**config.mk**
```make
export PLATFORM = sky130hd
export DESIGN_NAME = ppc_core
export DESIGN_NICKNAME = d
export VERILOG_FILES = /design/src/core/ppc_pkg.sv /design/src/core/ppc_core.sv /design/src/core/ppc_alias_reg.sv /design/src/core/ppc_sync.sv
export SDC_FILE = /design/constraint.sdc
export NUM_CORES = 1
export LEC_CHECK = 0
export BUFFER_PORTS_ARGS = -buffer_cell sky130_fd_sc_hd__buf_2
export CAP_MARGIN = 20
export CORE_MARGIN = 5
export CORE_UTILIZATION = 25
export DETAILED_ROUTE_END_ITERATION = 12
export MAX_ROUTING_LAYER = met4
export PLACE_DENSITY = 0.4
export SYNTH_ARGS = -nofsm -noshare
export SYNTH_HDL_FRONTEND = slang
export SYNTH_SLANG_ARGS = --single-unit
```
**constraint.sdc**
```tcl
create_clock -name clk -period 18.8 [get_ports clk]
set_input_delay 0.94 -clock clk [delete_from_list [all_inputs] [get_ports clk]]
set_output_delay 0.94 -clock clk [all_outputs]
set_load 0.01 [all_outputs]
```
**src/core/ppc_pkg.sv**
```systemverilog
// Constants, register map and field layout of the parallel port control core.
// Assumes a word-addressed register port with byte offsets on a 32-bit bus.
package ppc_pkg;

	// ----------------------------------------------------------------
	// Register map
	// ----------------------------------------------------------------
	localparam logic [7:0] PORT_CONTROL_OFS        = 8'h00;
	localparam logic [7:0] PORT_MODE_OFS           = 8'h10;
	localparam logic [7:0] TARGET_ADDRESS_OFS      = 8'h20;
	localparam logic [7:0] SLAVE_OUTPUT_BUFFER_OFS = 8'h30;
	localparam logic [7:0] DATA_HOLDING_INPUT_OFS  = 8'h40;
	localparam logic [7:0] PIN_ALLOCATION_OFS      = 8'h50;
	localparam logic [7:0] SLAVE_BUFFER_STATUS_OFS = 8'h60;
	localparam logic [7:0] TRANSFER_START_OFS      = 8'h70;
	localparam logic [3:0] ALIAS_MASK              = 4'hC;
	localparam logic [1:0] ALIAS_PLAIN             = 2'h0;
	localparam logic [1:0] ALIAS_CLR               = 2'h1;
	localparam logic [1:0] ALIAS_SET               = 2'h2;
	localparam logic [1:0] ALIAS_INV               = 2'h3;

	// ----------------------------------------------------------------
	// Writable bit masks and reset values
	// ----------------------------------------------------------------
	localparam logic [31:0] CONTROL_MASK = 32'h0000_BFFB;
	localparam logic [31:0] MODE_MASK    = 32'h0000_7FFF;
	localparam logic [31:0] ADDR_MASK    = 32'h0000_FFFF;
	localparam logic [31:0] PINS_MASK    = 32'h0000_FFFF;
	localparam logic [31:0] REG_RESET    = 32'h0000_0000;

	// ----------------------------------------------------------------
	// Field positions
	// ----------------------------------------------------------------
	localparam int CTL_ENABLE    = 15;
	localparam int CTL_FREEZE    = 13;
	localparam int CTL_MUX_LO    = 11;
	localparam int CTL_WR_EN     = 9;
	localparam int CTL_RD_EN     = 8;
	localparam int CTL_CSF_LO    = 6;
	localparam int CTL_CS2_POL   = 4;
	localparam int CTL_CS1_POL   = 3;
	localparam int CTL_WR_POL    = 1;
	localparam int CTL_RD_POL    = 0;
	localparam int MODE_BUSY     = 15;
	localparam int MODE_WIDTH16  = 10;
	localparam int MODE_SEL_LO   = 8;
	localparam int STAT_IBF      = 15;
	localparam int STAT_INPUT_OVERFLOW     = 14;
	localparam int STAT_OBE      = 7;
	localparam int STAT_OUTPUT_UNDERFLOW     = 6;

	// ----------------------------------------------------------------
	// Encodings
	// ----------------------------------------------------------------
	localparam logic [1:0] MODE_LEGACY_SLAVE = 2'h0;
	localparam logic [1:0] MODE_BUF_SLAVE    = 2'h1;
	localparam logic [1:0] MODE_MASTER2      = 2'h2;
	localparam logic [1:0] MODE_MASTER1      = 2'h3;
	localparam logic [1:0] MUX_SEPARATE      = 2'h0;
	localparam logic [1:0] MUX_LOW_BYTE      = 2'h1;
	localparam logic [1:0] MUX_FULL_8        = 2'h2;
	localparam logic [1:0] MUX_FULL_16       = 2'h3;
	localparam logic [1:0] CSF_ADDR          = 2'h0;
	localparam logic [1:0] CSF_ONE_CS        = 2'h1;
	localparam logic [1:0] CSF_TWO_CS        = 2'h2;
	localparam int          STROBE_CYCLES    = 2;
	localparam int          BUF_DEPTH        = 4;

	typedef enum logic [1:0] {PPC_IDLE, PPC_ADDR, PPC_STROBE, PPC_DONE} ppc_state_type;

endpackage

```
**src/core/ppc_core.sv**
```systemverilog
// Parallel port control core: registers, master transfer sequencer, slave buffer.
// Assumes the register port master of the house and asynchronous host pins.
// Contract
// - Disabled port hands every assigned pin back to general-purpose I/O.
// - Disable aborts active or queued transfers and clears busy.
// - Disabled port keeps all register contents, status flags included.
// - Enable resets buffer control logic and clears the status register.
// - Master busy flag is set while a transaction runs, clear otherwise.
// - Mode register selects master or slave and holds options.
// - Address register supplies address and chip selects in master only; chip_select_one and chip_select_two follow it in slave mode too.
// - Slave output data register is used only in slave operation.
// - Master input data register holds both read and write data.
// - Slave input data register captures host-strobed data.
// - Pin allocation bits grant address or chip-select pins to the port.
// - Status reports full, overflow, empty, underflow and per-buffer flags.
// - Port drives up to sixteen software-controlled address lines.
// - Port provides up to two chip-select outputs.
// - Strobes are separate read/write, or direction plus enable.
// - Data path supports eight and sixteen bit width.
// - Active level of the read, write and chip-select outputs is software selectable; host inputs are fixed active high.
// - Enhanced slave uses the two host address bits to index a four-byte buffer.
// - Legacy slave lets the host read and write one data register.
// - Freeze option halts operation while the processor is debug halted.
// - Multiplex field selects one of four address/data arrangements.
// - Chip-select field picks address bits, one or two selects.
// - Clear, set and invert aliases at offsets 4, 8 and C.
module ppc_core
(
	// Clock and reset
	input  wire logic        clk,
	input  wire logic        reset,
	// Register port
	input  wire logic [7:0]  reg_addr,
	input  wire logic [31:0] reg_wdata,
	input  wire logic        reg_wr,
	input  wire logic        reg_rd,
	output logic      [31:0] reg_rdata,
	// Debug
	input  wire logic        debug_halt,
	// Data lines
	input  wire logic [15:0] port_data_lines_in,
	output logic      [15:0] port_data_lines_out,
	output logic      [15:0] port_data_lines_oe,
	// Address lines and chip selects
	output logic      [15:0] port_address_lines,
	output logic      [15:0] port_address_oe,
	output logic             chip_select_one,
	output logic             chip_select_two,
	// Strobes, driven in master and sensed in slave
	output logic             read_strobe,
	output logic             write_strobe,
	output logic             strobe_oe,
	input  wire logic        host_read_in,
	input  wire logic        host_write_in,
	input  wire logic        host_select_in,
	input  wire logic [1:0]  host_addr_in,
	// Level of the port enable, in master and slave mode alike
	output logic             port_active
);

	// ----------------------------------------------------------------
	// Register decode
	// ----------------------------------------------------------------
	logic [31:0] control_q;
	logic [31:0] mode_q;
	logic [31:0] target_q;
	logic [31:0] pins_q;
	logic [31:0] out_buf_q;
	logic [31:0] in_buf_q;
	logic [15:0] stat_q;
	logic [1:0]  alias_code;
	logic [7:0]  base_addr;
	logic        wr_control;
	logic        wr_mode;
	logic        wr_target;
	logic        wr_pins;
	logic        wr_out;
	logic        wr_in;
	logic        wr_start;
	logic        enabled;
	logic        frozen;
	logic        master;
	logic [1:0]  mode_sel;

	assign alias_code = reg_addr[3:2];
	assign base_addr  = reg_addr & ~{4'h0, ppc_pkg::ALIAS_MASK};
	assign wr_control = reg_wr && base_addr == ppc_pkg::PORT_CONTROL_OFS;
	assign wr_mode    = reg_wr && base_addr == ppc_pkg::PORT_MODE_OFS;
	assign wr_target  = reg_wr && base_addr == ppc_pkg::TARGET_ADDRESS_OFS;
	assign wr_pins    = reg_wr && base_addr == ppc_pkg::PIN_ALLOCATION_OFS;
	assign wr_out     = reg_wr && base_addr == ppc_pkg::SLAVE_OUTPUT_BUFFER_OFS;
	assign wr_in      = reg_wr && base_addr == ppc_pkg::DATA_HOLDING_INPUT_OFS;
	assign wr_start   = reg_wr && reg_addr == ppc_pkg::TRANSFER_START_OFS;

	assign enabled  = control_q[ppc_pkg::CTL_ENABLE];
	assign frozen   = control_q[ppc_pkg::CTL_FREEZE] && debug_halt;
	assign mode_sel = mode_q[ppc_pkg::MODE_SEL_LO +: 2];
	assign master   = mode_sel[1];

	// Alias arithmetic shared by the hand-built registers.
	function automatic logic [31:0] alias_apply(input logic [31:0] cur, input logic [1:0] code,
		input logic [31:0] wd, input logic [31:0] mask);
		logic [31:0] m;
		m = wd & mask;
		case (code)
			ppc_pkg::ALIAS_PLAIN: alias_apply = (cur & ~mask) | m;
			ppc_pkg::ALIAS_CLR:   alias_apply = cur & ~m;
			ppc_pkg::ALIAS_SET:   alias_apply = cur | m;
			default:              alias_apply = cur ^ m;
		endcase
	endfunction

	ppc_alias_reg #(.MASK(ppc_pkg::CONTROL_MASK)) u_control
	(
		.clk        (clk),
		.reset      (reset),
		.wr         (wr_control),
		.alias_code (alias_code),
		.wdata      (reg_wdata),
		.value_q    (control_q)
	);

	ppc_alias_reg #(.MASK(ppc_pkg::ADDR_MASK)) u_target
	(
		.clk        (clk),
		.reset      (reset),
		.wr         (wr_target),
		.alias_code (alias_code),
		.wdata      (reg_wdata),
		.value_q    (target_q)
	);

	ppc_alias_reg #(.MASK(ppc_pkg::PINS_MASK)) u_pins
	(
		.clk        (clk),
		.reset      (reset),
		.wr         (wr_pins),
		.alias_code (alias_code),
		.wdata      (reg_wdata),
		.value_q    (pins_q)
	);

	// ----------------------------------------------------------------
	// Pin synchronisers
	// ----------------------------------------------------------------
	logic [15:0] data_sync;
	logic [4:0]  host_sync;
	logic        host_rd_q;
	logic        host_wr_q;
	logic        host_rd_rise;
	logic        host_wr_rise;

	ppc_sync #(.WIDTH(16)) u_data_sync
	(
		.clk      (clk),
		.reset    (reset),
		.async_in (port_data_lines_in),
		.sync_q   (data_sync)
	);

	ppc_sync #(.WIDTH(5)) u_host_sync
	(
		.clk      (clk),
		.reset    (reset),
		.async_in ({host_addr_in, host_select_in, host_write_in, host_read_in}),
		.sync_q   (host_sync)
	);

	always_ff @(posedge clk or posedge reset)
	begin
		if (reset)
		begin
			host_rd_q <= 1'b0;
			host_wr_q <= 1'b0;
		end
		else
		begin
			host_rd_q <= host_sync[0];
			host_wr_q <= host_sync[1];
		end
	end

	// Host strobes are sensed active high, with no polarity correction.
	assign host_rd_rise = host_sync[2] && host_sync[0] && !host_rd_q;
	assign host_wr_rise = host_sync[2] && host_sync[1] && !host_wr_q;

	// ----------------------------------------------------------------
	// Master sequencer
	// ----------------------------------------------------------------
	ppc_pkg::ppc_state_type state_q;
	logic                   dir_read_q;
	logic [1:0]             cnt_q;
	logic                   busy;
	logic                   slave_ev;

	assign busy = state_q != ppc_pkg::PPC_IDLE;

	// Writing one to bit 0 of the start word reads, zero writes, from the holding register.
	always_ff @(posedge clk or posedge reset)
	begin
		if (reset)
		begin
			state_q    <= ppc_pkg::PPC_IDLE;
			dir_read_q <= 1'b0;
			cnt_q      <= 2'h0;
		end
		else if (!enabled)
			state_q <= ppc_pkg::PPC_IDLE;
		else if (!frozen)
		begin
			case (state_q)
				ppc_pkg::PPC_IDLE:
					if (wr_start && master)
					begin
						dir_read_q <= reg_wdata[0];
						state_q    <= ppc_pkg::PPC_ADDR;
					end
				ppc_pkg::PPC_ADDR:
				begin
					cnt_q   <= 2'h0;
					state_q <= ppc_pkg::PPC_STROBE;
				end
				ppc_pkg::PPC_STROBE:
				begin
					cnt_q <= cnt_q + 2'h1;
					if (cnt_q == 2'(ppc_pkg::STROBE_CYCLES - 1))
						state_q <= ppc_pkg::PPC_DONE;
				end
				default:
					state_q <= ppc_pkg::PPC_IDLE;
			endcase
		end
	end

	// ----------------------------------------------------------------
	// Mode register with hardware busy bit
	// ----------------------------------------------------------------
	always_ff @(posedge clk or posedge reset)
	begin
		if (reset)
			mode_q <= ppc_pkg::REG_RESET;
		else
		begin
			if (wr_mode)
				mode_q <= alias_apply(mode_q, alias_code, reg_wdata, ppc_pkg::MODE_MASK);
			mode_q[ppc_pkg::MODE_BUSY] <= busy;
		end
	end

	// ----------------------------------------------------------------
	// Data registers and slave buffer
	// ----------------------------------------------------------------
	logic [15:0] data_mask;
	logic        stat_clear;
	logic [1:0]  host_idx;
	logic [15:0] stat_d;

	assign data_mask  = mode_q[ppc_pkg::MODE_WIDTH16] ? 16'hFFFF : 16'h00FF;
	assign stat_clear = wr_control && enabled == 1'b0 && alias_code != ppc_pkg::ALIAS_CLR
		&& reg_wdata[ppc_pkg::CTL_ENABLE];
	assign slave_ev   = enabled && !master && !frozen;
	assign host_idx   = (mode_sel == ppc_pkg::MODE_BUF_SLAVE) ? host_sync[4:3] : 2'h0;

	always_ff @(posedge clk or posedge reset)
	begin
		if (reset)
			in_buf_q <= ppc_pkg::REG_RESET;
		else if (master && state_q == ppc_pkg::PPC_DONE && dir_read_q && enabled)
			in_buf_q <= {16'h0, data_sync & data_mask};
		else if (slave_ev && host_wr_rise)
			in_buf_q[host_idx*8 +: 8] <= data_sync[7:0];
		else if (wr_in)
			in_buf_q <= alias_apply(in_buf_q, alias_code, reg_wdata, 32'hFFFF_FFFF);
	end

	always_ff @(posedge clk or posedge reset)
	begin
		if (reset)
			out_buf_q <= ppc_pkg::REG_RESET;
		else if (wr_out)
			out_buf_q <= alias_apply(out_buf_q, alias_code, reg_wdata, 32'hFFFF_FFFF);
	end

	// Per-byte flags: input full bits 11:8, output empty bits 3:0.
	always_comb
	begin
		stat_d = stat_q;
		if (reg_wr && base_addr == ppc_pkg::SLAVE_BUFFER_STATUS_OFS)
			stat_d = 16'(alias_apply({16'h0, stat_q}, alias_code, reg_wdata,
				32'h0000_4040));
		// A read while disabled must not cost the host its full flags.
		if (enabled && reg_rd && reg_addr == ppc_pkg::DATA_HOLDING_INPUT_OFS && !master)
			stat_d[11:8] = 4'h0;
		if (wr_out && !master)
			stat_d[3:0] = 4'h0;
		if (slave_ev && host_wr_rise)
		begin
			if (stat_q[8 + host_idx])
				stat_d[ppc_pkg::STAT_INPUT_OVERFLOW] = 1'b1;
			stat_d[8 + host_idx] = 1'b1;
		end
		if (slave_ev && host_rd_rise)
		begin
			if (stat_q[host_idx])
				stat_d[ppc_pkg::STAT_OUTPUT_UNDERFLOW] = 1'b1;
			stat_d[host_idx] = 1'b1;
		end
		stat_d[ppc_pkg::STAT_IBF] = (mode_sel == ppc_pkg::MODE_BUF_SLAVE) ? &stat_d[11:8]
			: stat_d[8];
		stat_d[ppc_pkg::STAT_OBE] = (mode_sel == ppc_pkg::MODE_BUF_SLAVE) ? &stat_d[3:0]
			: stat_d[0];
	end

	always_ff @(posedge clk or posedge reset)
	begin
		if (reset)
			stat_q <= 16'h0;
		else if (stat_clear)
			stat_q <= 16'h0;
		else
			stat_q <= stat_d;
	end

	// ----------------------------------------------------------------
	// Pin drive
	// ----------------------------------------------------------------
	logic [1:0]  mux_sel;
	logic [1:0]  chip_select_function;
	logic [15:0] addr_val;
	logic        addr_phase;
	logic        strobe_on;
	logic        cs1_act;
	logic        cs2_act;

	assign mux_sel    = control_q[ppc_pkg::CTL_MUX_LO +: 2];
	assign chip_select_function        = control_q[ppc_pkg::CTL_CSF_LO +: 2];
	assign addr_val   = target_q[15:0];
	assign addr_phase = state_q == ppc_pkg::PPC_ADDR;
	assign strobe_on  = state_q == ppc_pkg::PPC_STROBE;
	assign port_active = enabled;
	assign cs1_act    = chip_select_function == ppc_pkg::CSF_TWO_CS ? addr_val[14] : 1'b0;
	assign cs2_act    = chip_select_function != ppc_pkg::CSF_ADDR ? addr_val[15] : 1'b0;

	always_comb
	begin
		port_address_lines  = addr_val;
		port_address_oe     = (enabled && master) ? pins_q[15:0] : 16'h0;
		chip_select_one     = (chip_select_function == ppc_pkg::CSF_TWO_CS)
			? (cs1_act == control_q[ppc_pkg::CTL_CS1_POL]) : addr_val[14];
		chip_select_two     = (chip_select_function != ppc_pkg::CSF_ADDR)
			? (cs2_act == control_q[ppc_pkg::CTL_CS2_POL]) : addr_val[15];
		port_data_lines_out = master ? (in_buf_q[15:0] & data_mask)
			: (host_idx == 2'h0 ? {8'h0, out_buf_q[7:0]} : {8'h0, out_buf_q[host_idx*8 +: 8]});
		port_data_lines_oe  = 16'h0;
		if (enabled && master && addr_phase)
		begin
			case (mux_sel)
				ppc_pkg::MUX_LOW_BYTE: port_data_lines_out = {8'h0, addr_val[7:0]};
				ppc_pkg::MUX_FULL_8:   port_data_lines_out = {8'h0, addr_val[7:0]};
				ppc_pkg::MUX_FULL_16:  port_data_lines_out = addr_val;
				default:               port_data_lines_out = 16'h0;
			endcase
			port_data_lines_oe = (mux_sel == ppc_pkg::MUX_SEPARATE) ? 16'h0
				: (mux_sel == ppc_pkg::MUX_FULL_16 ? 16'hFFFF : 16'h00FF);
		end
		else if (enabled && master && !dir_read_q && busy)
			port_data_lines_oe = data_mask;
		else if (enabled && !master && host_sync[2] && host_sync[0])
			port_data_lines_oe = 16'h00FF;
		if (mode_sel == ppc_pkg::MODE_MASTER1)
		begin
			read_strobe  = (strobe_on ? dir_read_q : 1'b0) == control_q[ppc_pkg::CTL_RD_POL];
			write_strobe = strobe_on == control_q[ppc_pkg::CTL_WR_POL];
		end
		else
		begin
			read_strobe  = (strobe_on && dir_read_q) == control_q[ppc_pkg::CTL_RD_POL];
			write_strobe = (strobe_on && !dir_read_q) == control_q[ppc_pkg::CTL_WR_POL];
		end
		strobe_oe = enabled && master
			&& (control_q[ppc_pkg::CTL_RD_EN] || control_q[ppc_pkg::CTL_WR_EN]);
	end

	// ----------------------------------------------------------------
	// Read data
	// ----------------------------------------------------------------
	always_ff @(posedge clk or posedge reset)
	begin
		if (reset)
			reg_rdata <= 32'h0;
		else if (!reg_rd)
			reg_rdata <= 32'h0;
		else if (reg_addr == ppc_pkg::PORT_CONTROL_OFS)
			reg_rdata <= control_q;
		else if (reg_addr == ppc_pkg::PORT_MODE_OFS)
			reg_rdata <= mode_q;
		else if (reg_addr == ppc_pkg::TARGET_ADDRESS_OFS)
			reg_rdata <= target_q;
		else if (reg_addr == ppc_pkg::SLAVE_OUTPUT_BUFFER_OFS)
			reg_rdata <= out_buf_q;
		else if (reg_addr == ppc_pkg::DATA_HOLDING_INPUT_OFS)
			reg_rdata <= in_buf_q;
		else if (reg_addr == ppc_pkg::PIN_ALLOCATION_OFS)
			reg_rdata <= pins_q;
		else if (reg_addr == ppc_pkg::SLAVE_BUFFER_STATUS_OFS)
			reg_rdata <= {16'h0, stat_q};
		else
			reg_rdata <= 32'h0;
	end

	// ----------------------------------------------------------------
	// Checks
	// ----------------------------------------------------------------
	busy_cleared_a: assert property (@(posedge clk) disable iff (reset)
		!enabled |=> state_q == ppc_pkg::PPC_IDLE) else $error("busy not cleared on disable");
	busy_flag_a: assert property (@(posedge clk) disable iff (reset)
		busy |=> mode_q[ppc_pkg::MODE_BUSY]) else $error("busy flag lags transfer");
	pins_released_a: assert property (@(posedge clk) disable iff (reset)
		!enabled |-> port_address_oe == 16'h0 && !strobe_oe) else $error("pins held while off");
	transfer_len_a: assert property (@(posedge clk) disable iff (reset)
		$rose(busy) && enabled && !frozen |-> ##[3:4] !busy || frozen || !enabled)
		else $error("transfer length wrong");
	status_kept_a: assert property (@(posedge clk) disable iff (reset)
		!enabled && !reg_wr |=> stat_q == $past(stat_q)) else $error("status lost while off");
	enable_clear_a: assert property (@(posedge clk) disable iff (reset)
		stat_clear |=> stat_q == 16'h0) else $error("status not cleared on enable");
	overflow_set_a: assert property (@(posedge clk) disable iff (reset)
		slave_ev && host_wr_rise && stat_q[8 + host_idx] && !stat_clear
		|=> stat_q[ppc_pkg::STAT_INPUT_OVERFLOW]) else $error("overflow missed");
	grant_map_a: assert property (@(posedge clk) disable iff (reset)
		enabled && master |-> port_address_oe == pins_q[15:0]) else $error("grant mismatch");
	freeze_hold_a: assert property (@(posedge clk) disable iff (reset)
		frozen && enabled && busy |=> state_q == $past(state_q)) else $error("ran while frozen");

	master_write_c: cover property (@(posedge clk) disable iff (reset)
		$rose(busy) && !dir_read_q ##[1:6] !busy);
	master_read_c: cover property (@(posedge clk) disable iff (reset)
		state_q == ppc_pkg::PPC_DONE && dir_read_q);
	slave_full_c: cover property (@(posedge clk) disable iff (reset) stat_q[ppc_pkg::STAT_IBF]);
	abort_c: cover property (@(posedge clk) disable iff (reset) busy ##1 !enabled);

endmodule

```
**src/core/ppc_alias_reg.sv**
```systemverilog
// One software register with plain, clear, set and invert write aliases.
// Assumes the parent decodes the alias code and the write strobe.
module ppc_alias_reg
#(
	parameter logic [31:0] MASK = 32'hFFFF_FFFF
)
(
	// Clock and reset
	input  wire logic        clk,
	input  wire logic        reset,
	// Write access
	input  wire logic        wr,
	input  wire logic [1:0]  alias_code,
	input  wire logic [31:0] wdata,
	// Stored value
	output logic      [31:0] value_q
);

	logic [31:0] value_d;

	always_comb
	begin
		value_d = value_q;
		case (alias_code)
			ppc_pkg::ALIAS_PLAIN: value_d = wdata & MASK;
			ppc_pkg::ALIAS_CLR:   value_d = value_q & ~(wdata & MASK);
			ppc_pkg::ALIAS_SET:   value_d = value_q | (wdata & MASK);
			default:              value_d = value_q ^ (wdata & MASK);
		endcase
	end

	always_ff @(posedge clk or posedge reset)
	begin
		if (reset)
			value_q <= ppc_pkg::REG_RESET;
		else if (wr)
			value_q <= value_d;
	end

endmodule

```
**src/core/ppc_sync.sv**
```systemverilog
// Two-flop synchroniser for a bundle of pin inputs.
// Assumes the inputs are asynchronous to clk; only the second stage is read.
module ppc_sync
#(
	parameter int WIDTH = 1
)
(
	// Clock and reset
	input  wire logic             clk,
	input  wire logic             reset,
	// Pins
	input  wire logic [WIDTH-1:0] async_in,
	output logic      [WIDTH-1:0] sync_q
);

	logic [WIDTH-1:0] meta_q;

	always_ff @(posedge clk or posedge reset)
	begin
		if (reset)
		begin
			meta_q <= '0;
			sync_q <= '0;
		end
		else
		begin
			meta_q <= async_in;
			sync_q <= meta_q;
		end
	end

endmodule

```
---- Word-level counts from Yosys, hierarchy flattened ----
Cells that the tools add are included.
word-level totals
  register bits after elaboration ......... 289
  latch bits .............................. 0
  RAM bits ................................ 0
  ROM bits ................................ 0
  input bits .............................. 66
  output and inout port bits .............. 102
  memories kept ........................... 0
cells by class
  add/subtract/negate cells ............... 3
  multipliers ............................. 0
  divide/modulo/power cells ............... 0
  magnitude comparators ................... 4
  equal/unequal tests ..................... 35
  shift operators ......................... 3
  muxes and demuxes ....................... 64
  bitwise operators ....................... 34
  reductions and logical operators ........ 61
operator list
  operator                                                                  count
  32-bit one-hot mux with 3 select lines                                    6
  32-bit two-way mux                                                        10
  32-bit bitwise AND                                                        6
  16-bit two-way mux                                                        10
  32-bit by 16-bit bitwise OR with 32-bit output                            3
  32-bit by 16-bit XOR with 32-bit output                                   3
  16-bit NOT with 32-bit output                                             2
  32-bit by 15-bit bitwise OR with 32-bit output                            2
  32-bit bitwise OR                                                         2
  32-bit XOR                                                                2
  15-bit two-way mux                                                        3
  15-bit one-hot mux with 3 select lines                                    1
  1-bit logical AND                                                         39
  5-bit negation with 34-bit output                                         1
  8-bit by 34-bit variable shift with 32-bit output (first input constant)  1
  8-bit by 34-bit indexed part select with 32-bit output                    1
  16-bit bitwise AND                                                        2
  32-bit bitwise mux                                                        1
  8-bit by 7-bit == test with 1-bit output (second input constant)          4
  15-bit NOT with 32-bit output                                             1
  32-bit NOT                                                                1
  16-bit one-hot mux with 2 select lines                                    1
  32-bit by 6-bit indexed part select with 8-bit output                     1
  32-bit by 15-bit XOR with 32-bit output                                   1
  other kinds (43)                                                          100

---- Depth between registers and ports, before layout ----
Gate-level depths: netlist of the first run.
  word-level depth ........................ 16
  depth in mapped cells ................... 10

---- By module ----
Synthesis of the first run repeated with hierarchy kept, for this count alone.
second synthesis, totals
  cell total of the unflattened synthesis .. 1990
  area, all modules ....................... 19122.1 um^2
modules (own cells, without submodules)
  module                      times used  cells each  area an instance (um^2)
  ppc_core                    1           1443        13112.6
  ppc_alias_reg (u_pins ...)  2           174         1711.6
  ppc_alias_reg (u_control)   1           155         1527.7
  ppc_sync (u_data_sync)      1           33          804.5
  ppc_sync (u_host_sync)      1           11          254.0

---- Least setup slack after synthesis of the first run ----
Ideal clock, no wire load.
  path type ............................... register -> output
  start ................................... register mode_q[9]
  end ..................................... output port_data_lines_out[0]
  data arrival time ....................... 2274 ps
  required time ........................... 17860 ps
  path slack .............................. 15586 ps
  stages on the path, launching flop included .. 10
  buffers on the path ..................... 2
  cell sequence ........................... dfrtp_1 nor2b_2 nand2_1 ha_1 clkbuf_1 nor3b_2 and2_0 clkbuf_1 a211oi_1 a221o_1
on the way
  cells in the longest elaborated chain, start to end .. 6
RTL lines
  element                                                                                     line             source
  start: declaration                                                                          ppc_core.sv:65   logic [31:0] mode_q;
  start signal: assignment                                                                    ppc_core.sv:241  mode_q <= ppc_pkg::REG_RESET;
  start signal: assignment                                                                    ppc_core.sv:245  mode_q <= alias_apply(mode_q, alias_code, reg_wdata, ppc_pkg::MODE_MASK);
  start signal: indexed assignment                                                            ppc_core.sv:246  mode_q[ppc_pkg::MODE_BUSY] <= busy;
  2-bit by 1-bit == test with 1-bit output                                                    ppc_core.sv:262  assign host_idx = (mode_sel == ppc_pkg::MODE_BUF_SLAVE) ? host_sync[4:3] : 2'h0;
  2-bit two-way mux                                                                           ppc_core.sv:262
  32-bit by 6-bit indexed part select with 8-bit output or 2-bit logical NOT (tied branches)  ppc_core.sv:353  : (host_idx == 2'h0 ? {8'h0, out_buf_q[7:0]} : {8'h0, out_buf_q[host_idx*8 +: 8]});
  8-bit two-way mux                                                                           ppc_core.sv:353
  16-bit two-way mux                                                                          ppc_core.sv:352  port_data_lines_out = master ? (in_buf_q[15:0] & data_mask)
  16-bit two-way mux *                                                                        ppc_core.sv:355  if (enabled && master && addr_phase)
  end: declaration                                                                            ppc_core.sv:42   output logic [15:0] port_data_lines_out,
Every way passes the cells marked *; elsewhere a longest branch is shown, timed or not.

---- Worst setup path after layout of the first run ----
  start ................................... register mode_q[8]
  end ..................................... output port_data_lines_out[7]
on the way
  cells in the longest elaborated chain, start to end .. 6
RTL lines
  element                                                                                     line
  2-bit by 1-bit == test with 1-bit output *                                                  ppc_core.sv:262
  2-bit two-way mux *                                                                         ppc_core.sv:262
  32-bit by 6-bit indexed part select with 8-bit output or 2-bit logical NOT (tied branches)  ppc_core.sv:353
  8-bit two-way mux *                                                                         ppc_core.sv:353
  16-bit two-way mux *                                                                        ppc_core.sv:352
  16-bit two-way mux *                                                                        ppc_core.sv:355
Marks and branches as above.

==> flow_metrics.py, run 1 <==
metrics = {
    "clock_network": {
        "number_of_instances_resized_during_post_cts_repair": 0,
        "clk-insertion-delay-late_ns": 0.56,
        "clock_sinks": 239,
        "cts.clk_slew.worst_paths_ns": 0.06,
        "cts-root-to-sink-buffers": 3,
        "cts_inserted_buffers": 34,
        "clock_tree_from_tritoncts": "yes",
        "post_cts_buffers": 0,
        "cts-htree-levels": 2,
        "holdBufCountCts": 0,
        "root_buffer_selected_by_cts": "sky130_fd_sc_hd__clkbuf_16",
    },
    "die": {
        "floorplan.initialDensity_pct": 25.1,
        "die_height_microns": 278,
        "die-width_microns": 278,
        "placeableCoreArea_sq_mm": 0.0714,
        "io-pin-count": 168,
        "die_area_sq_mm": 0.0772,
        "fp-row-count": 98,
    },
    "power": {
        "internal-power_mw": 1.23,
        "reported_net_switching_power_mw": 0.752,
        "cellPowerDensity_mw_per_mm2": 95.8,
        "clkPwrFrac_pct": 33.7,
        "max-vdd-ir-drop_v": 0.0000547,
        "proportion_of_power_drawn_by_flip_flops_and_latches_pct": 36.2,
        "power_frac_comb_pct": 30.0,
        "p_sw_share_pct": 38.0,
        "leakagePower_nw": 9.55,
        "power_mw": 1.98,
    },
    "outcome": {
        "status": "complete, no violations",
    },
    "yosys": {
        "post-synth-top-count-cell": "sky130_fd_sc_hd__ha_1",
        "synth-edff-count": 0,
        "post_synth_inst_count": 1839,
        "netlist-cell-type-count": 75,
        "postSynth.topFlopCell": "sky130_fd_sc_hd__dfrtp_1",
        "synthesis.nets": 2174,
        "synth_top_area_share_pct": 33.3,
        "synth-seq-cells": 239,
        "syn_area_per_cell_sq_um": 9.75,
        "yosysSeqAreaShare_pct": 33.3,
        "synth_area_leader_cell": "sky130_fd_sc_hd__dfrtp_1",
        "postSynth.asyncResetShare_pct": 100,
        "synthesis.area_sq_mm": 0.0179,
        "post_synth_main_area_contributors": "sky130_fd_sc_hd__dfrtp_1, sky130_fd_sc_hd__ha_1, sky130_fd_sc_hd__a211oi_1",
        "synth-warning-count": 0,
        "yosys-top-cells-count": "sky130_fd_sc_hd__ha_1, sky130_fd_sc_hd__dfrtp_1, sky130_fd_sc_hd__inv_1, sky130_fd_sc_hd__a211oi_1, sky130_fd_sc_hd__a21oi_1",
    },
    "flow_run": {
        "max-cap-violations": 0,
    },
    "sta": {
        "max_slew.worst_pin.slew_ns": 1.19,
        "maxClockFrequency_ghz": 0.224,
        "maxSlewHeadroom_pct": 20.2,
        "period_minus_slack_ns": 4.47,
        "report.final.slew_viol_count": 0,
        "timing.clock.skew_ns": 0.0136,
        "grt_setup_unrepaired": "no",
        "layout_worst_path_cycle_share_pct": 23.8,
        "hold_viol_final": 0,
        "final-setup-viol-count": 0,
        "timing.setup.tns_ns": 0,
    },
    "routing": {
        "detailedRoute.firstPassIterationCount": 7,
        "postRouteAntennaNets": 0,
        "route.vias.total": 14800,
        "detailedRoute.firstIterationViolations": 1262,
        "viasPerCell": 5.12,
        "finalWirelength_mm": 72.3,
        "wire_per_inst_microns": 25.0,
        "drc": 0,
    },
    "setup_path": {
        "rrSetupSlack_ns": 16.06,
        "worst-path-max-fanout": 9,
        "worst_setup_path_start_kind": "register",
        "criticalPathCategory": "register to primary output",
        "data_arrival_at_the_endpoint_of_the_critical_path_ns": 3.53,
        "timing.critical_path.to_type": "primary output",
        "worst-endpoint-required_ns": 17.86,
    },
    "global_routing": {
        "grt_first_pass_wirelength_mm": 105,
        "grt_max_degree": 151,
        "grt_remaining_overflow": 0,
        "grt_pass1_vias": 15000,
        "grt_antenna_before_repair": 9,
        "grt.total_usage_pct": 18.7,
    },
    "place": {
        "place.detailed.hpwl_mm": 52.3,
        "numPortBuffers": 167,
        "gp_congestion": 0.923,
    },
    "finish": {
        "num-nets-final": 2249,
        "layout-drive-gt1-share_pct": 21.2,
        "syn_to_final_growth_pct": 15.1,
    },
    "min_path": {
        "hold_path_class": "register to register",
    },
}
-- kinds of logic (layout without fill, tap and decap cells) --
group,after synthesis,after routing,synth area share [%]
AOI/OAI and AO/OA,557,557,21.4
xor gates and xnor gates,5,5,0.244
adders and majority gates,269,269,18.8
buffers and inverters,359,460,8.40
DFF,239,239,33.3
muxes,135,135,10.3
other,0,8,0
and+or+nand+nor,275,275,7.55
-- cells in the final DEF (no fill, tap or decap), types with 16 or more instances in the layout --
master	netlist	final
sky130_fd_sc_hd__ha_1	269	269
sky130_fd_sc_hd__dfrtp_1	239	239
sky130_fd_sc_hd__inv_1	203	202
sky130_fd_sc_hd__a211oi_1	173	173
sky130_fd_sc_hd__a21oi_1	173	173
sky130_fd_sc_hd__buf_2	52	165
sky130_fd_sc_hd__nor2_1	125	125
sky130_fd_sc_hd__mux2_2	98	98
sky130_fd_sc_hd__nand2_1	57	56
sky130_fd_sc_hd__a22oi_1	36	36
sky130_fd_sc_hd__clkbuf_16	0	34
sky130_fd_sc_hd__o21ai_0	31	31
sky130_fd_sc_hd__mux4_2	30	30
sky130_fd_sc_hd__o21ai_1	22	21
sky130_fd_sc_hd__buf_4	15	21
sky130_fd_sc_hd__nor3_1	19	19
sky130_fd_sc_hd__nor2b_1	19	19
sky130_fd_sc_hd__a222oi_1	16	16
sky130_fd_sc_hd__o32ai_1	16	16
-- registers in the layout (all words and copies together) (netlist names), 16 cells and up --
register            cells
reg_rdata              32
u_data_sync.sync_q     16
out_buf_q              32
u_pins.value_q         16
stat_q                 16
u_target.value_q       16
u_data_sync.meta_q     16
in_buf_q               32
mode_q                 32
-- final timing paths --
path                                            startpoint                         endpoint  cells after the start
max reg2reg                          mode_q[8]$_DFFE_PP0P_         in_buf_q[11]$_DFFE_PP0P_                      7
max                                  mode_q[8]$_DFFE_PP0P_           port_data_lines_out[7]                      9
max in group asynchronous                            reset         in_buf_q[14]$_DFFE_PP0P_                      3
min in group asynchronous                            reset   u_pins.value_q[11]$_DFFE_PP0P_                      2
min                        u_data_sync.meta_q[7]$_DFF_PP0_  u_data_sync.sync_q[7]$_DFF_PP0_                      0
min reg2reg                u_data_sync.meta_q[7]$_DFF_PP0_  u_data_sync.sync_q[7]$_DFF_PP0_                      0
-- metal layers --
layer / share of wire, % / global-route usage (%) / vias to the layer above
met5: 0 / - / -
met4: 3.3 / 5.85 / 0
met3: 5.4 / 3.06 / 117
met2: 46 / 29.4 / 425
met1: 45 / 24.8 / 7527
li1: - / - / 6775
-- cell type report --
cell class	count	area [sq um]
Tap cell	950	1190
Multi-Input combinational cell	1241	10500
Antenna cell	8	20.0
Timing Repair Buffer	192	1070
Clock inverter	18	185
Sequential cell	239	5980
Inverter	206	781
Clock buffer	44	958
Fill cell	7531	50700
-- power groups by stage --
stage | logic, mW | clock network (mW) | registers (mW)
floorplan | 0.420 | 0 | 0.652
finish | 0.594 | 0.667 | 0.717
global placement | 0.574 | 0 | 0.723
global route | 0.668 | 0.706 | 0.724
detailed placement | 0.598 | 0 | 0.724
CTS | 0.603 | 0.689 | 0.715
-- through the flow --
stage                     worst slack [ns]  hold slack, ns  area, sq um  cells  util (%)
after floorplan                      11.30           0.331        17900   1839         -
after global placement               15.06           0.337        19400   2825      27.2
after detailed placement             14.96           0.335        19500   2827      27.3
after CTS                            14.37           0.348        20600   2889      28.9
after global routing                 14.10           0.353        20600   2897      28.9
final                                14.33           0.346        20600   2898      28.9
-- worst max-delay path, cell delays in order, from the launching register on --
cell and delay, ns:
sky130_fd_sc_hd__dfrtp_1 0.46, sky130_fd_sc_hd__nor2b_2 0.28, sky130_fd_sc_hd__nand2_1 0.20, sky130_fd_sc_hd__ha_1 0.38, sky130_fd_sc_hd__nor3b_2 0.47, sky130_fd_sc_hd__and2_0 0.43
sky130_fd_sc_hd__o211ai_1 0.16, sky130_fd_sc_hd__o221ai_1 0.12, sky130_fd_sc_hd__o21ai_0 0.25, sky130_fd_sc_hd__buf_2 0.23
Note: power is estimated with default switching activity, not from simulation.
==> inputs of run 2 (changes only) <==
==> constraint.sdc (replaced) <==
create_clock -name clk -period 4.5 [get_ports clk]
set_input_delay 0.225 -clock clk [delete_from_list [all_inputs] [get_ports clk]]
set_output_delay 0.225 -clock clk [all_outputs]
set_load 0.01 [all_outputs]
==> run 2 against run 1 <==
Global-route usage about the same; critical endpoint is now port_data_lines_out[6]; setup slack worse by 14 ns; largest power group unchanged; clock skew up 0.0069 ns; count of clock-buffer cells in the layout up 1; via count increased by 0.53%; design area up 1.5%; highest routed layer unchanged; first-iteration DRC count shrank 0.63%; register-to-register slack worse by 14 ns; flip-flop and latch count did not move.
==> flow_metrics.py, run 2 (synthesis gave the netlist of run 1 again) <==
metrics = {
    "routing": {
        "detailedRoute.firstPassIterationCount": 6,
        "drc": 0,
        "finalWirelength_mm": 72.4,
        "wire_per_inst_microns": 24.8,
        "detailedRoute.firstIterationViolations": 1254,
        "postRouteAntennaNets": 0,
        "route.vias.total": 14900,
        "viasPerCell": 5.11,
    },
    "global_routing": {
        "grt_max_degree": 141,
        "grt.total_usage_pct": 18.7,
        "grt_remaining_overflow": 0,
        "grt_pass1_vias": 15200,
        "grt_antenna_before_repair": 9,
        "grt_first_pass_wirelength_mm": 105,
    },
    "setup_path": {
        "critical_path.cell_chain": "nor2b_2 > nand2_1 > ha_1 > nor3b_2 > and2_0 > o211ai_1 > o221ai_1 > o21ai_0 > buf_2",
        "data_arrival_at_the_endpoint_of_the_critical_path_ns": 3.55,
        "worst_setup_path_start_kind": "register",
        "worst-endpoint-required_ns": 4.28,
        "worst-path-max-fanout": 9,
        "cp_slowest_cell": "sky130_fd_sc_hd__nor3b_2",
        "critical_path.max_stage_delay_ns": 0.49,
        "criticalPathCategory": "register to primary output",
        "timing.critical_path.to_type": "primary output",
    },
    "clock_network": {
        "cts_inserted_buffers": 35,
        "clock_sinks": 239,
        "cts-root-to-sink-buffers": 3,
        "clk-insertion-delay-late_ns": 0.57,
        "root_buffer_selected_by_cts": "sky130_fd_sc_hd__clkbuf_16",
        "clock_tree_from_tritoncts": "yes",
        "post_cts_buffers": 0,
        "cts-htree-levels": 2,
        "cts.clk_slew.worst_paths_ns": 0.05,
    },
    "power": {
        "proportion_of_power_drawn_by_flip_flops_and_latches_pct": 35.4,
        "clkPwrFrac_pct": 34.7,
        "p_sw_share_pct": 37.3,
        "leakagePower_nw": 9.73,
        "max-vdd-ir-drop_v": 0.000197,
        "power_frac_comb_pct": 29.9,
        "cellPowerDensity_mw_per_mm2": 399,
        "reported_net_switching_power_mw": 3.12,
        "internal-power_mw": 5.24,
    },
    "place": {
        "dp_worst_setup_slack_ns": 1.35,
        "numPortBuffers": 167,
        "place.detailed.hpwl_mm": 52.0,
        "gp_congestion": 0.860,
    },
    "die": {
        "fp-row-count": 98,
        "die_height_microns": 278,
        "die-width_microns": 278,
        "io-pin-count": 168,
        "die_area_sq_mm": 0.0772,
        "floorplan.initialDensity_pct": 25.1,
        "placeableCoreArea_sq_mm": 0.0714,
    },
    "sta": {
        "timing.setup.tns_ns": 0,
        "maxSlewHeadroom_pct": 17.3,
        "timing.clock.skew_ns": 0.0205,
        "hold_ws_ns": 0.143,
        "grt_setup_unrepaired": "no",
        "period_minus_slack_ns": 3.77,
        "final-setup-viol-count": 0,
        "hold_viol_final": 0,
        "max_slew.worst_pin.slew_ns": 1.24,
        "setup_ws_ns": 0.729,
        "report.final.slew_viol_count": 0,
        "maxClockFrequency_ghz": 0.265,
        "layout_worst_path_cycle_share_pct": 83.8,
    },
    "finish": {
        "layout_common_cells": "sky130_fd_sc_hd__ha_1, sky130_fd_sc_hd__dfrtp_1, sky130_fd_sc_hd__inv_1, sky130_fd_sc_hd__a211oi_1, sky130_fd_sc_hd__a21oi_1",
        "num-nets-final": 2275,
        "syn_to_final_growth_pct": 16.8,
        "layout-drive-gt1-share_pct": 21.0,
        "layout_commonest_cell": "sky130_fd_sc_hd__ha_1",
    },
    "flow_run": {
        "max-cap-violations": 0,
    },
    "min_path": {
        "hold_path_class": "input pin to async pin",
    },
    "outcome": {
        "status": "complete, no violations",
    },
}
run 2: cell types whose count changed in the layout (fill, tap and decap cells not counted), moves of 3 or more:
cell / previous run / this run
sky130_fd_sc_hd__dlygate4sd3_1: 0 / 22
sky130_fd_sc_hd__clkinv_2: 4 / 11
sky130_fd_sc_hd__buf_12: 1 / 4
sky130_fd_sc_hd__inv_6: 3 / 0
sky130_fd_sc_hd__clkinvlp_4: 6 / 1
sky130_fd_sc_hd__clkbuf_1: 3 / 6
sky130_fd_sc_hd__clkbuf_8: 8 / 5
run 2: worst paths after layout:
kind | from | to | slack, ns | depth (start not counted)
setup / recovery | mode_q[8]$_DFFE_PP0P_ | port_data_lines_out[6] | 0.73 | 9
max in group asynchronous | reset | in_buf_q[13]$_DFFE_PP0P_ | 3.24 | 4
setup reg to reg | mode_q[8]$_DFFE_PP0P_ | in_buf_q[7]$_DFFE_PP0P_ | 1.83 | 7
hold / removal | reset | reg_rdata[30]$_DFF_PP0_ | 0.14 | 3
min in group clk | debug_halt | state_q[1]$_DFFE_PP0P_ | 0.17 | 3
hold reg to reg | u_host_sync.meta_q[2]$_DFF_PP0_ | u_host_sync.sync_q[2]$_DFF_PP0_ | 0.35 | 0
run 2: critical path: cells and delay by family, from the launching register on:
kind,cells,cell delay [ns]
AOI/OAI and AO/OA,3,0.51
adders and majority gates,1,0.39
buffers and inverters,1,0.23
DFF,1,0.46
and+or+nand+nor,4,1.41
run 2: final cells by class:
class / instances / area, sq um
Fill cell: 7474 / 50400
Multi-Input combinational cell: 1241 / 10500
Sequential cell: 239 / 5980
Timing Repair Buffer: 217 / 1350
Tap cell: 950 / 1190
Clock buffer: 45 / 953
Inverter: 206 / 777
Clock inverter: 18 / 228
Antenna cell: 6 / 15.0
run 2: timing repair:
item                       CTS  global route
resized for setup            0             0
hold buffers                22             0
setup endpoints to repair    0             0
hold endpoints to repair   111             0
run 2: metal layers:
metal	up-vias	GRT usage [%]	wire length (microns)
met5	-	-	0
met4	0	6.88	3010
met3	126	3.62	4560
met2	500	28.8	32400
met1	7496	24.4	32400
li1	6800	-	-
run 2: metrics by stage:
stage,cell area (sq um),instances,util [%],power [mW]
after floorplan,17900,1839,-,4.48
after global placement,19500,2828,27.3,5.39
after detailed placement,19500,2830,27.4,5.50
after CTS,20900,2915,29.3,8.48
after global routing,21000,2922,29.4,8.86
final,21000,2922,29.4,8.37
run 2: power by group through the flow:
stage	Sequential [mW]	Clock, mW	Combinational, mW
6_report	2.96	2.90	2.50
3_5_place_dp	2.99	0	2.51
5_1_grt	2.99	3.07	2.80
3_3_place_gp	2.98	0	2.41
4_1_cts	2.95	2.99	2.54
2_1_floorplan	2.72	0	1.75
